$ cat src/timer_defs.svh
// Constants for the basic interval timer: offsets, fields, resets, timing.
// Assumes inclusion by bare name from every design file that needs it.
// Functional notes
// RQ1: Eight-bit up counter; wraps FF to 00, keeps counting, sets request flag.
// RQ2: Mode bit seven stops the timer when clear, runs it when set.
// RQ3: Bits six to four select CPU clock divide 256 down to 2.
// RQ4: Mode bit zero set gives half-second real-time ticks from 32768 Hz.
// RQ5: Mode bit zero clear counts the prescaled CPU clock.
// RQ6: Prescale field has no effect in real-time mode.
// RQ7: Count value does not set the real-time interval; fixed half second.
// RQ8: Enabled timer time-out wakes the system from green mode.
// RQ9: Mode bit one enables green wake of first timer/counter.
// RQ10: Mode bit two picks fast oscillator source for first timer/counter.
// RQ11: Mode bit three picks fast oscillator source for second one.
// RQ12: Software loads count with 256 minus interval times clock rate.
// RQ13: Software stops, clears flags, configures, loads, enables, then starts.
// RQ14: Shared-vector service tests each enable bit and request flag.
// RQ15: Enabled counter steps per tick; count writes act at once.
// RQ16: Request flag sticks until cleared; interrupt only while enabled.
`ifndef TIMER_DEFS_SVH
`define TIMER_DEFS_SVH

`define OFS_MODE        8'hD8
`define OFS_COUNT       8'hD9
`define OFS_IRQ_CTRL    8'hDC
`define OFS_IRQ_STATUS  8'hDD
`define OFS_IRQ_MASK    8'hDE

`define BIT_RUN         7
`define BIT_RATE_HI     6
`define BIT_RATE_LO     4
`define BIT_TCB_FAST    3
`define BIT_TCA_FAST    2
`define BIT_TCA_GREEN   1
`define BIT_RTC_SEL     0

`define BIT_IRQ_EN      0
`define BIT_IRQ_FLAG    1

`define RST_BYTE        8'h00
`define CPU_HZ          10000000
`define RTC_HZ          32768
`define RTC_PERIOD_MS   500
`define RTC_TICKS_PER_PERIOD ((`RTC_HZ * `RTC_PERIOD_MS) / 1000)

`endif

$ cat src/timer_pkg.sv
// Types shared by the basic interval timer files.
// Assumes nothing of its surroundings.
package timer_pkg;
    typedef struct packed {
        logic       run;
        logic [2:0] rate;
        logic       tcb_fast;
        logic       tca_fast;
        logic       tca_green;
        logic       rtc_sel;
    } mode_type;

    typedef struct packed {
        logic [7:0] address;
        logic       read;
        logic       write;
        logic [7:0] writedata;
    } bus_req_type;
endpackage

$ cat src/rtc_sync.sv
// Two-flop synchroniser plus rising-edge detector for the 32768 Hz clock.
// Assumes the low-speed clock is asynchronous to clk.
`timescale 1ns/1ps
module rtc_sync (
    input  wire logic clk,        // CPU-side clock
    input  wire logic rst,        // Asynchronous reset, high
    input  wire logic lclk_pin,   // Low-speed crystal clock
    output logic      lclk_rise   // One pulse per low-speed rising edge
);
    logic s1_r;
    logic s2_r;
    logic s3_r;

    always_ff @(posedge clk or posedge rst) begin
        if (rst) begin
            s1_r <= 1'b0;
            s2_r <= 1'b0;
            s3_r <= 1'b0;
        end else begin
            s1_r <= lclk_pin;
            s2_r <= s1_r;
            s3_r <= s2_r;
        end
    end

    assign lclk_rise = s2_r & ~s3_r;
endmodule // rtc_sync

$ cat src/tick_gen.sv
// Tick source: CPU prescaler or half-second real-time divider.
// Assumes lclk_rise is already synchronised to clk.
`timescale 1ns/1ps
`include "timer_defs.svh"
module tick_gen #(
    parameter int RTC_COUNT = `RTC_TICKS_PER_PERIOD
) (
    input  wire logic       clk,       // CPU clock
    input  wire logic       rst,       // Asynchronous reset, high
    input  wire logic       run,       // Timer running
    input  wire logic       rtc_sel,   // Real-time source chosen
    input  wire logic [2:0] rate,      // Prescale code
    input  wire logic       lclk_rise, // Low-speed clock edge
    output logic            tick       // One-cycle counting tick
);
    logic [7:0]  pre_r;
    logic [15:0] rtc_r;
    logic [7:0]  pre_mask;
    logic        pre_tick;
    logic        rtc_tick;

    // Code 0 divides by 256, code 7 by 2
    assign pre_mask = 8'hFF >> rate; // RQ3
    assign pre_tick = ((pre_r & pre_mask) == pre_mask);
    assign rtc_tick = lclk_rise && (rtc_r == 16'(RTC_COUNT - 1)); // RQ7
    assign tick = run && (rtc_sel ? rtc_tick : pre_tick); // RQ4 RQ5 RQ6

    always_ff @(posedge clk or posedge rst) begin
        if (rst) begin
            pre_r <= 8'h00;
            rtc_r <= 16'h0000;
        end else if (!run) begin
            pre_r <= 8'h00;
            rtc_r <= 16'h0000;
        end else begin
            pre_r <= pre_r + 8'h01;
            if (lclk_rise)
                rtc_r <= rtc_tick ? 16'h0000 : rtc_r + 16'h0001;
        end
    end
endmodule // tick_gen

$ cat src/interval_timer.sv
// Basic interval timer with Avalon-MM register slave and interrupt logic.
// Assumes a synchronous Avalon master on clk and a free 32768 Hz crystal.
`timescale 1ns/1ps
`include "timer_defs.svh"
module interval_timer #(
    parameter int RTC_COUNT = `RTC_TICKS_PER_PERIOD
) (
    input  wire logic       clk,          // CPU clock, 10 MHz
    input  wire logic       rst,          // Asynchronous reset, high
    input  wire logic [7:0] address,      // Avalon byte address
    input  wire logic       read,         // Avalon read
    input  wire logic       write,        // Avalon write
    input  wire logic [31:0] writedata,   // Avalon write data
    output logic [31:0]     readdata,     // Avalon read data
    output logic            waitrequest,  // Avalon stall
    input  wire logic       lclk_pin,     // Low-speed crystal clock
    input  wire logic       green_mode,   // System in green mode
    output logic            wake,         // Green-mode wake pulse
    output logic            tca_green_en, // First timer/counter wake enable
    output logic            tca_fast,     // First timer/counter fast source
    output logic            tcb_fast,     // Second timer/counter fast source
    output logic            irq           // Level interrupt
);
    //------------------------------------------------------------
    // Registers
    //------------------------------------------------------------
    timer_pkg::mode_type    mode_r;
    timer_pkg::bus_req_type req;
    logic [7:0]  count_r;
    logic [7:0]  count_nxt;
    logic        irq_en_r;
    logic        irq_flag_r;
    logic        irq_flag_nxt;
    logic        status_r;
    logic        status_nxt;
    logic        mask_r;
    logic        ack_r;
    logic        wake_r;
    logic [31:0] rdata_r;
    logic        lclk_rise;
    logic        tick;
    logic        overflow;
    logic        wr_mode;
    logic        wr_count;
    logic        wr_ctrl;
    logic        wr_mask;
    logic        rd_status;
    logic        access;
    logic [7:0]  rd_mux;

    assign req = '{address: address, read: read, write: write,
                   writedata: writedata[7:0]};

    //------------------------------------------------------------
    // Tick sources
    //------------------------------------------------------------
    rtc_sync u_sync (
        .clk       (clk),
        .rst       (rst),
        .lclk_pin  (lclk_pin),
        .lclk_rise (lclk_rise)
    );

    tick_gen #(.RTC_COUNT(RTC_COUNT)) u_tick (
        .clk       (clk),
        .rst       (rst),
        .run       (mode_r.run),
        .rtc_sel   (mode_r.rtc_sel),
        .rate      (mode_r.rate),
        .lclk_rise (lclk_rise),
        .tick      (tick)
    );

    //------------------------------------------------------------
    // Bus decode: one wait cycle, answer on the second edge
    //------------------------------------------------------------
    assign access      = (req.read || req.write) && !ack_r;
    assign waitrequest = (req.read || req.write) && !ack_r;
    assign wr_mode   = req.write && ack_r && req.address == `OFS_MODE;
    assign wr_count  = req.write && ack_r && req.address == `OFS_COUNT;
    assign wr_ctrl   = req.write && ack_r && req.address == `OFS_IRQ_CTRL;
    assign wr_mask   = req.write && ack_r && req.address == `OFS_IRQ_MASK;
    assign rd_status = req.read && ack_r && req.address == `OFS_IRQ_STATUS;
    assign readdata  = rdata_r;

    assign rd_mux =
        (req.address == `OFS_MODE)       ? mode_r :
        (req.address == `OFS_COUNT)      ? count_r :
        (req.address == `OFS_IRQ_CTRL)   ? {6'h00, irq_flag_r, irq_en_r} :
        (req.address == `OFS_IRQ_STATUS) ? {7'h00, status_r} :
        (req.address == `OFS_IRQ_MASK)   ? {7'h00, mask_r} : 8'h00;

    //------------------------------------------------------------
    // Counter and flags
    //------------------------------------------------------------
    // In real-time mode every half-second tick is a time-out, whatever
    // the count holds; otherwise only the wrap from FF to 00 is one
    assign overflow  = tick && (mode_r.rtc_sel || count_r == 8'hFF); // RQ1 RQ7
    assign count_nxt = wr_count ? req.writedata :               // RQ15
                       tick ? count_r + 8'h01 : count_r;         // RQ15
    // Overflow wins over a software clear in the same cycle
    assign irq_flag_nxt = overflow ? 1'b1 :                      // RQ16
                          wr_ctrl ? req.writedata[`BIT_IRQ_FLAG] :
                          irq_flag_r;
    assign status_nxt = overflow ? 1'b1 : rd_status ? 1'b0 : status_r;

    assign irq = (irq_en_r && irq_flag_r) || (mask_r && status_r); // RQ16
    assign wake = wake_r;
    assign tca_green_en = mode_r.tca_green; // RQ9
    assign tca_fast = mode_r.tca_fast;      // RQ10
    assign tcb_fast = mode_r.tcb_fast;      // RQ11

    always_ff @(posedge clk or posedge rst) begin
        if (rst) begin
            mode_r     <= `RST_BYTE;
            count_r    <= `RST_BYTE;
            irq_en_r   <= 1'b0;
            irq_flag_r <= 1'b0;
            status_r   <= 1'b0;
            mask_r     <= 1'b0;
            ack_r      <= 1'b0;
            wake_r     <= 1'b0;
            rdata_r    <= 32'h0000_0000;
        end else begin
            ack_r      <= access;
            count_r    <= count_nxt;
            irq_flag_r <= irq_flag_nxt;
            status_r   <= status_nxt;
            wake_r     <= overflow && green_mode; // RQ8
            if (wr_mode)
                mode_r <= req.writedata; // RQ2
            if (wr_ctrl)
                irq_en_r <= req.writedata[`BIT_IRQ_EN];
            if (wr_mask)
                mask_r <= req.writedata[0];
            if (access && req.read)
                rdata_r <= {24'h000000, rd_mux};
        end
    end

    //------------------------------------------------------------
    // Checks
    //------------------------------------------------------------
    a_wrap_sets_flag: assert property (@(posedge clk) // RQ1
        disable iff (rst)
        tick && count_r == 8'hFF && !wr_count
        |=> irq_flag_r && status_r && count_r == 8'h00)
        else $error("overflow did not set flag");
    a_stopped_holds: assert property (@(posedge clk) // RQ2
        disable iff (rst)
        !mode_r.run && !wr_count |=> $stable(count_r))
        else $error("stopped counter moved");
    a_tick_steps: assert property (@(posedge clk) // RQ15
        disable iff (rst)
        tick && !wr_count |=> count_r == $past(count_r) + 8'h01)
        else $error("counter did not step");
    a_write_count: assert property (@(posedge clk) // RQ15
        disable iff (rst)
        wr_count |=> count_r == $past(req.writedata))
        else $error("count write lost");
    a_fast_rate: assert property (@(posedge clk) // RQ3
        disable iff (rst || wr_mode)
        mode_r.run && !mode_r.rtc_sel && mode_r.rate == 3'h7 && tick
        |=> !tick ##1 tick)
        else $error("divide by two wrong");
    a_rtc_no_cpu: assert property (@(posedge clk) // RQ6
        disable iff (rst)
        mode_r.rtc_sel && !lclk_rise |-> !tick)
        else $error("cpu tick in rtc mode");
    a_rtc_fixed: assert property (@(posedge clk) // RQ7
        disable iff (rst)
        mode_r.rtc_sel && tick |=> status_r && irq_flag_r)
        else $error("rtc tick did not time out");
    a_flag_sticks: assert property (@(posedge clk) // RQ16
        disable iff (rst)
        irq_flag_r && !wr_ctrl |=> irq_flag_r)
        else $error("flag dropped");
    a_wake_pulse: assert property (@(posedge clk) // RQ8
        disable iff (rst)
        overflow && green_mode |=> wake)
        else $error("no wake");
    a_green_bits: assert property (@(posedge clk) // RQ9 RQ10 RQ11
        disable iff (rst)
        wr_mode |=> tca_green_en == $past(req.writedata[`BIT_TCA_GREEN])
        && tca_fast == $past(req.writedata[`BIT_TCA_FAST])
        && tcb_fast == $past(req.writedata[`BIT_TCB_FAST]))
        else $error("neighbour bits wrong");
    a_rtc_select: assert property (@(posedge clk) // RQ2 RQ4
        disable iff (rst)
        tick |-> mode_r.run && (!mode_r.rtc_sel || lclk_rise))
        else $error("rtc source wrong");
    a_cpu_source: assert property (@(posedge clk) // RQ5
        disable iff (rst)
        mode_r.run && !mode_r.rtc_sel && u_tick.pre_r == 8'hFF |-> tick)
        else $error("cpu prescaler tick missing");
    a_wait_one: assert property (@(posedge clk)
        disable iff (rst)
        access |=> !waitrequest)
        else $error("bus answer late");

    c_overflow: cover property (@(posedge clk) overflow);
    c_rtc_tick: cover property (@(posedge clk) mode_r.rtc_sel && tick);
    c_wake:     cover property (@(posedge clk) wake);
endmodule // interval_timer

$ cat config.mk
export PLATFORM = sky130hd
export DESIGN_NAME = interval_timer
export DESIGN_NICKNAME = d
export VERILOG_FILES = /design/src/timer_pkg.sv /design/src/rtc_sync.sv /design/src/tick_gen.sv /design/src/interval_timer.sv
export VERILOG_INCLUDE_DIRS = /design/src
export SDC_FILE = /design/constraint.sdc
export NUM_CORES = 1
export LEC_CHECK = 0
export BUFFER_PORTS_ARGS = -buffer_cell sky130_fd_sc_hd__buf_2
export CAP_MARGIN = 20
export CORE_AREA = 2 2 109 101
export DETAILED_ROUTE_END_ITERATION = 8
export DIE_AREA = 0 0 111 103
export GPL_TIMING_DRIVEN = 0
export PLACE_DENSITY = 0.5
export SLEW_MARGIN = 10
export SYNTH_ARGS = -nofsm -noshare
export SYNTH_HDL_FRONTEND = slang
export SYNTH_SLANG_ARGS = --single-unit
$ cat constraint.sdc
create_clock -name clk -period 2.3 [get_ports clk]
set_input_delay 0.46 -clock clk [delete_from_list [all_inputs] [get_ports clk]]
set_output_delay 0.46 -clock clk [all_outputs]
set_load 0.02 [all_outputs]
After elaboration in Yosys (flattened, before gate mapping)

Cells that the tools add are included.

Equality and inequality tests: 9
Multipliers: 0
Muxes and demuxes: 16
Magnitude comparators: 0
Reductions and logical operators: 22
Add/subtract/negate cells: 3
Bitwise logic cells: 3
Shift-type cells: 1
Divide/modulo/power cells: 0

Operators with widths:

| operator                                                           | count |
|---|---|
| 8-bit == test, second input constant                               | 6 |
| 16-bit 2-to-1 mux                                                  | 3 |
| 8-bit 2-to-1 mux                                                   | 5 |
| 16-bit by 1-bit adder with 16-bit output, second input constant    | 1 |
| 8-bit by 1-bit adder with 8-bit output, second input constant      | 2 |
| 16-bit by 14-bit == test with 1-bit output, second input constant  | 1 |
| 1-bit logical AND                                                  | 15 |
| 8-bit AND                                                          | 1 |
| 8-bit == test                                                      | 1 |
| 8-bit by 3-bit right shift with 8-bit output, first input constant | 1 |
| 1-bit 2-to-1 mux                                                   | 7 |
| 2-bit nonzero test                                                 | 3 |
| 1-bit logical OR                                                   | 3 |
| 2-bit 2-to-1 mux                                                   | 1 |
| 2-bit by 1-bit != test with 1-bit output, second input constant    | 1 |
| 1-bit AND                                                          | 1 |
| 1-bit zero test                                                    | 1 |
| 1-bit NOT                                                          | 1 |

Bits in latches: 0
Memory bits (read-only): 0
Memories kept: 0
Logic and storage cells: 73
Flip-flop bits (word level): 57
Bits in writable memories: 0

Logic depth before layout (Yosys ltp)

Depth after elaboration: 7
Mapped depth: 7
Depth with buffers taken out: 7

Hierarchy

A second synthesis with hierarchy kept.

Cells, all modules: 307
Area, all modules: 3,196.8 µm²

Modules (own cells, without submodules):

| module         | area an instance (µm²) | instances | cells each |
|---|---|---|---|
| interval_timer | 1,776.7                | 1         | 167 |
| tick_gen       | 1,327.5                | 1         | 135 |
| rtc_sync       | 92.6                   | 1         | 5 |

Worst setup path after synthesis

Ideal clock, no wire load.

Kind: input-to-reg
From: input port address[3]
To: register count_r[0]
Stages on the path: 7
Path slack: 562 ps
Data arrival time: 1,601 ps
Cell sequence: nor2b_1 -> nand4_1 -> nor3_1 -> nand4_1 -> clkbuf_1 -> nor2_1 -> a21oi_1

Word-level cells in the longest chain between the ends: 3
Elaborated cells on any way between the ends: 4

RTL lines:

| item                                                   | line                  | text |
|---|---|---|
| start, declared                                        | interval_timer.sv:10  | `input wire logic [7:0] address,` |
| 8-bit == test (no source line) *                       | -                     |  |
| 1-bit logical AND (no source line) *                   | -                     |  |
| 8-bit 2-to-1 mux or 2-bit nonzero test (tied branches) | -                     |  |
| end signal, assigned                                   | interval_timer.sv:116 | `` count_r <= `RST_BYTE; `` |
| end signal, assigned                                   | interval_timer.sv:126 | `count_r <= count_nxt;` |
| end, declared                                          | interval_timer.sv:29  | `logic [7:0] count_r;` |

Mark *: on every way between the ends. The rest lies on a longest branch, timed or not.
A chain may end at the register's enable or synchronous reset.

Worst setup path after layout

From: input port address[5]
To: register count_r[1]

The elaborated chain is that of the path after synthesis.

==> metrics.yaml <==
fin_tns_setup_ns: 0
worstPathCellList: "buf_2 > nor2b_1 > nand4_1 > nor3_1 > nand4_1 > clkbuf_1 > nor2_1 > a21oi_1"
crit_buf_inv: 2
vias_per_cell: 4.35
hold_class: "input port to register"
r2r_start: "u_tick.rtc_r[2]"
antenna_found_initial: 0
numCtsBuffers: 9
die_y_um: 103
max_freq_mhz: 528
io_pins: 84
critPathRequiredTime_ns: 2.50
antennaDiodeCount: 0
synth-compound-area-share: 0.0850
fillerInstances: 1081
drtIter0Drc: 90
fin_util: 0.362
fin_cells: 512
drc: 0
grt_pass1_vias: 2150
synth_top_area_frac: 0.473
maxSlewHeadroom: 0.521
rows: 36
ys_async_sr_fraction: 1.00
htree_num_levels: 3
grt_pass1_wl_um: 10600
cts_buffer_depth: 2
path_common_cell: "nand4_1"
clock_latency_ns: 0.33
synth_mux_area_frac: 0.0709
status: "finished clean"
power_density_nw_per_um2: 715
yosysTopAreaCell: "dfrtp_1"
crit_path_top_delay_cell: "nand4_1"
worstSetupStartpointType: "input port"
finalCritPeriodShare: 0.824
grt_util_all_layers: 0.118
synth_area_um2: 3020
worst-setup-path-type: "input port to register"
syn_to_final_growth_pct: 24.9
num_vias: 2229
cap_violations: 0
startpoint: "address[5]"
die_w_um: 111
nNetsFinal: 423
synthAdderAreaFrac: 0.0124
layout_commonest_cell: "dfrtp_1"
yosys.area_share.simple: 0.197
tritoncts: "done"
final_cell_mix: "dfrtp_1 (57), nand2_1 (35), buf_2 (34), nor2_1 (31), buf_4 (25)"
period_needed_ns: 1.90
grt_max_degree: 58
cts_setup_buffers: 0
peakVddDrop_mv: 0.423
ys.flop_type: "dfrtp_1"
portBuffers: 33
cts.sinks: 57
syn_inst: 307
hp-start: "lclk_pin"
grt.overflow.total: 0
rsz0062_at_grt: "false"
cp_data_arrival_time_ns: 2.09
yosysWarnings: 0
synth.avg_cell_area_um2: 9.83
synth_edf_count: 0
tightest_slew_ns: 0.718
drv_slew: 0
clock_tree.root_cell: "clkbuf_16"
cts_hold_buf: 0
synthXorXnorAreaFrac: 0.0755
core_area_um2: 10400
fin_hold_ws_ns: 0.235
end_kind: "register"
post_drt_wl_per_cell_um: 12.1
gp_congestion: 0.807
finalHoldViolations: 0
clk_pin_slew_ns: 0.06
ys_seq_area_frac: 0.473
synth_top_family_by_area: "simple AND/OR/NAND/NOR gates"
layout-drive-gt1-share: 0.243
synth_top_cells_by_area: "dfrtp_1 (47%), buf_4 (6.2%), xnor2_1 (5.5%)"
drtAntennaViolNets: 0
ys_ff_latch: 57
wl_um: 6180
yosysUniqueCellTypes: 41
cpLargestDelayFamily: "simple AND/OR/NAND/NOR gates"
critical_path.max_fanout: 10
cts.repair.resized: 0
setup-violations-final: 0
initial_utilization: 0.290
p_leak_nw: 1.79
placed_cells: 496
first_pass_iters: 4
fin_skew_ns: 0.0107
dpl.hpwl_um: 4310
die_area_um2: 11400
cpPeakStageDelay_ns: 0.36
[Yosys cell counts, types with 2 or more instances]
library cell   n
nand4b_1       2
o21ai_0        4
a21boi_0       4
o31ai_1        8
nor2b_1        2
mux2_2        11
a211oi_1       4
xnor2_1       19
nand3_1       15
mux2i_1        9
buf_4         25
nand2_1       35
ha_1           3
buf_1          2
nor3_1         4
dfrtp_1       57
and3_1         4
xor2_1         7
nand2b_1       3
and2_1         9
nand4_1        7
nor2_1        31
inv_1          6
clkbuf_1       6
a21oi_1       14
[layout make-up]
type	count	area, um^2	area share
clock inverters	6	91.3	0.0242
repair buffers	33	165	0.0438
multi-input cells	232	1420	0.377
well taps	133	166	0.0442
flip-flops and latches	57	1430	0.379
plain buffers	35	234	0.0621
inverters	6	25.0	0.00664
clock buffers	10	239	0.0634
[metrics by stage]
step,area [um^2],setup slack [ns],power (mW)
2_1_floorplan,3100,0.440,1.20
3_3_place_gp,3430,-0.441,1.25
3_5_place_dp,3440,0.00831,1.25
4_1_cts,3770,0.371,2.73
5_1_grt,3770,0.149,2.81
6_report,3770,0.405,2.70
[metal layers]
layer / track usage / routed length, um / share of wire / up-vias
met1: 0.151 / 3010 / 0.49 / 1030
met3: 0.0511 / 367 / 0.059 / 10
met5: 0 / 0 / 0 / -
met2: 0.179 / 2690 / 0.43 / 51
li1: - / - / - / 1138
met4: 0.0433 / 116 / 0.019 / 0
[worst reg2reg max path: stages (launching register included)]
cell     delay [ns]
dfrtp_1        0.40
and3_1         0.23
nand3_1        0.13
nor4_2         0.31
nand2_1        0.17
nand2_1        0.16
buf_2          0.24
nor2_1         0.08
[state kept, by name, summed over array words and instances (netlist names), 5 cells and up]
signal	count
u_tick.rtc_r	16
readdata	8
u_tick.pre_r	8
mode_r	5
count_r	8
[path summary, 6_finish.rpt]
| path | to | slack [ns] | depth (start not counted) |
|---|---|---|---|
| max | count_r[1] | 0.40 | 8 |
| min | u_sync.s1_r | 0.24 | 1 |
| max reg2reg | u_tick.rtc_r[4] | 0.46 | 7 |
| min reg2reg | u_sync.s2_r | 0.35 | 0 |
| max in group asynchronous | u_tick.rtc_r[0] | 1.57 | 2 |
| min in group asynchronous | wake | 0.26 | 2 |
[power breakdown]
part	internal, mW	switching (mW)
sequential	1.02	0.0154
clock	0.978	0.484
combinational	0.0759	0.122
[logic make-up after synthesis]
family                     after synthesis
AOI/OAI and AO/OA                       40
xor gates and xnor gates                26
adders and majority gates                3
buffers and inverters                   41
DFF                                     57
muxes                                   20
other                                    1
and+or+nand+nor                        119
Note: power is estimated with default switching activity, not from simulation.
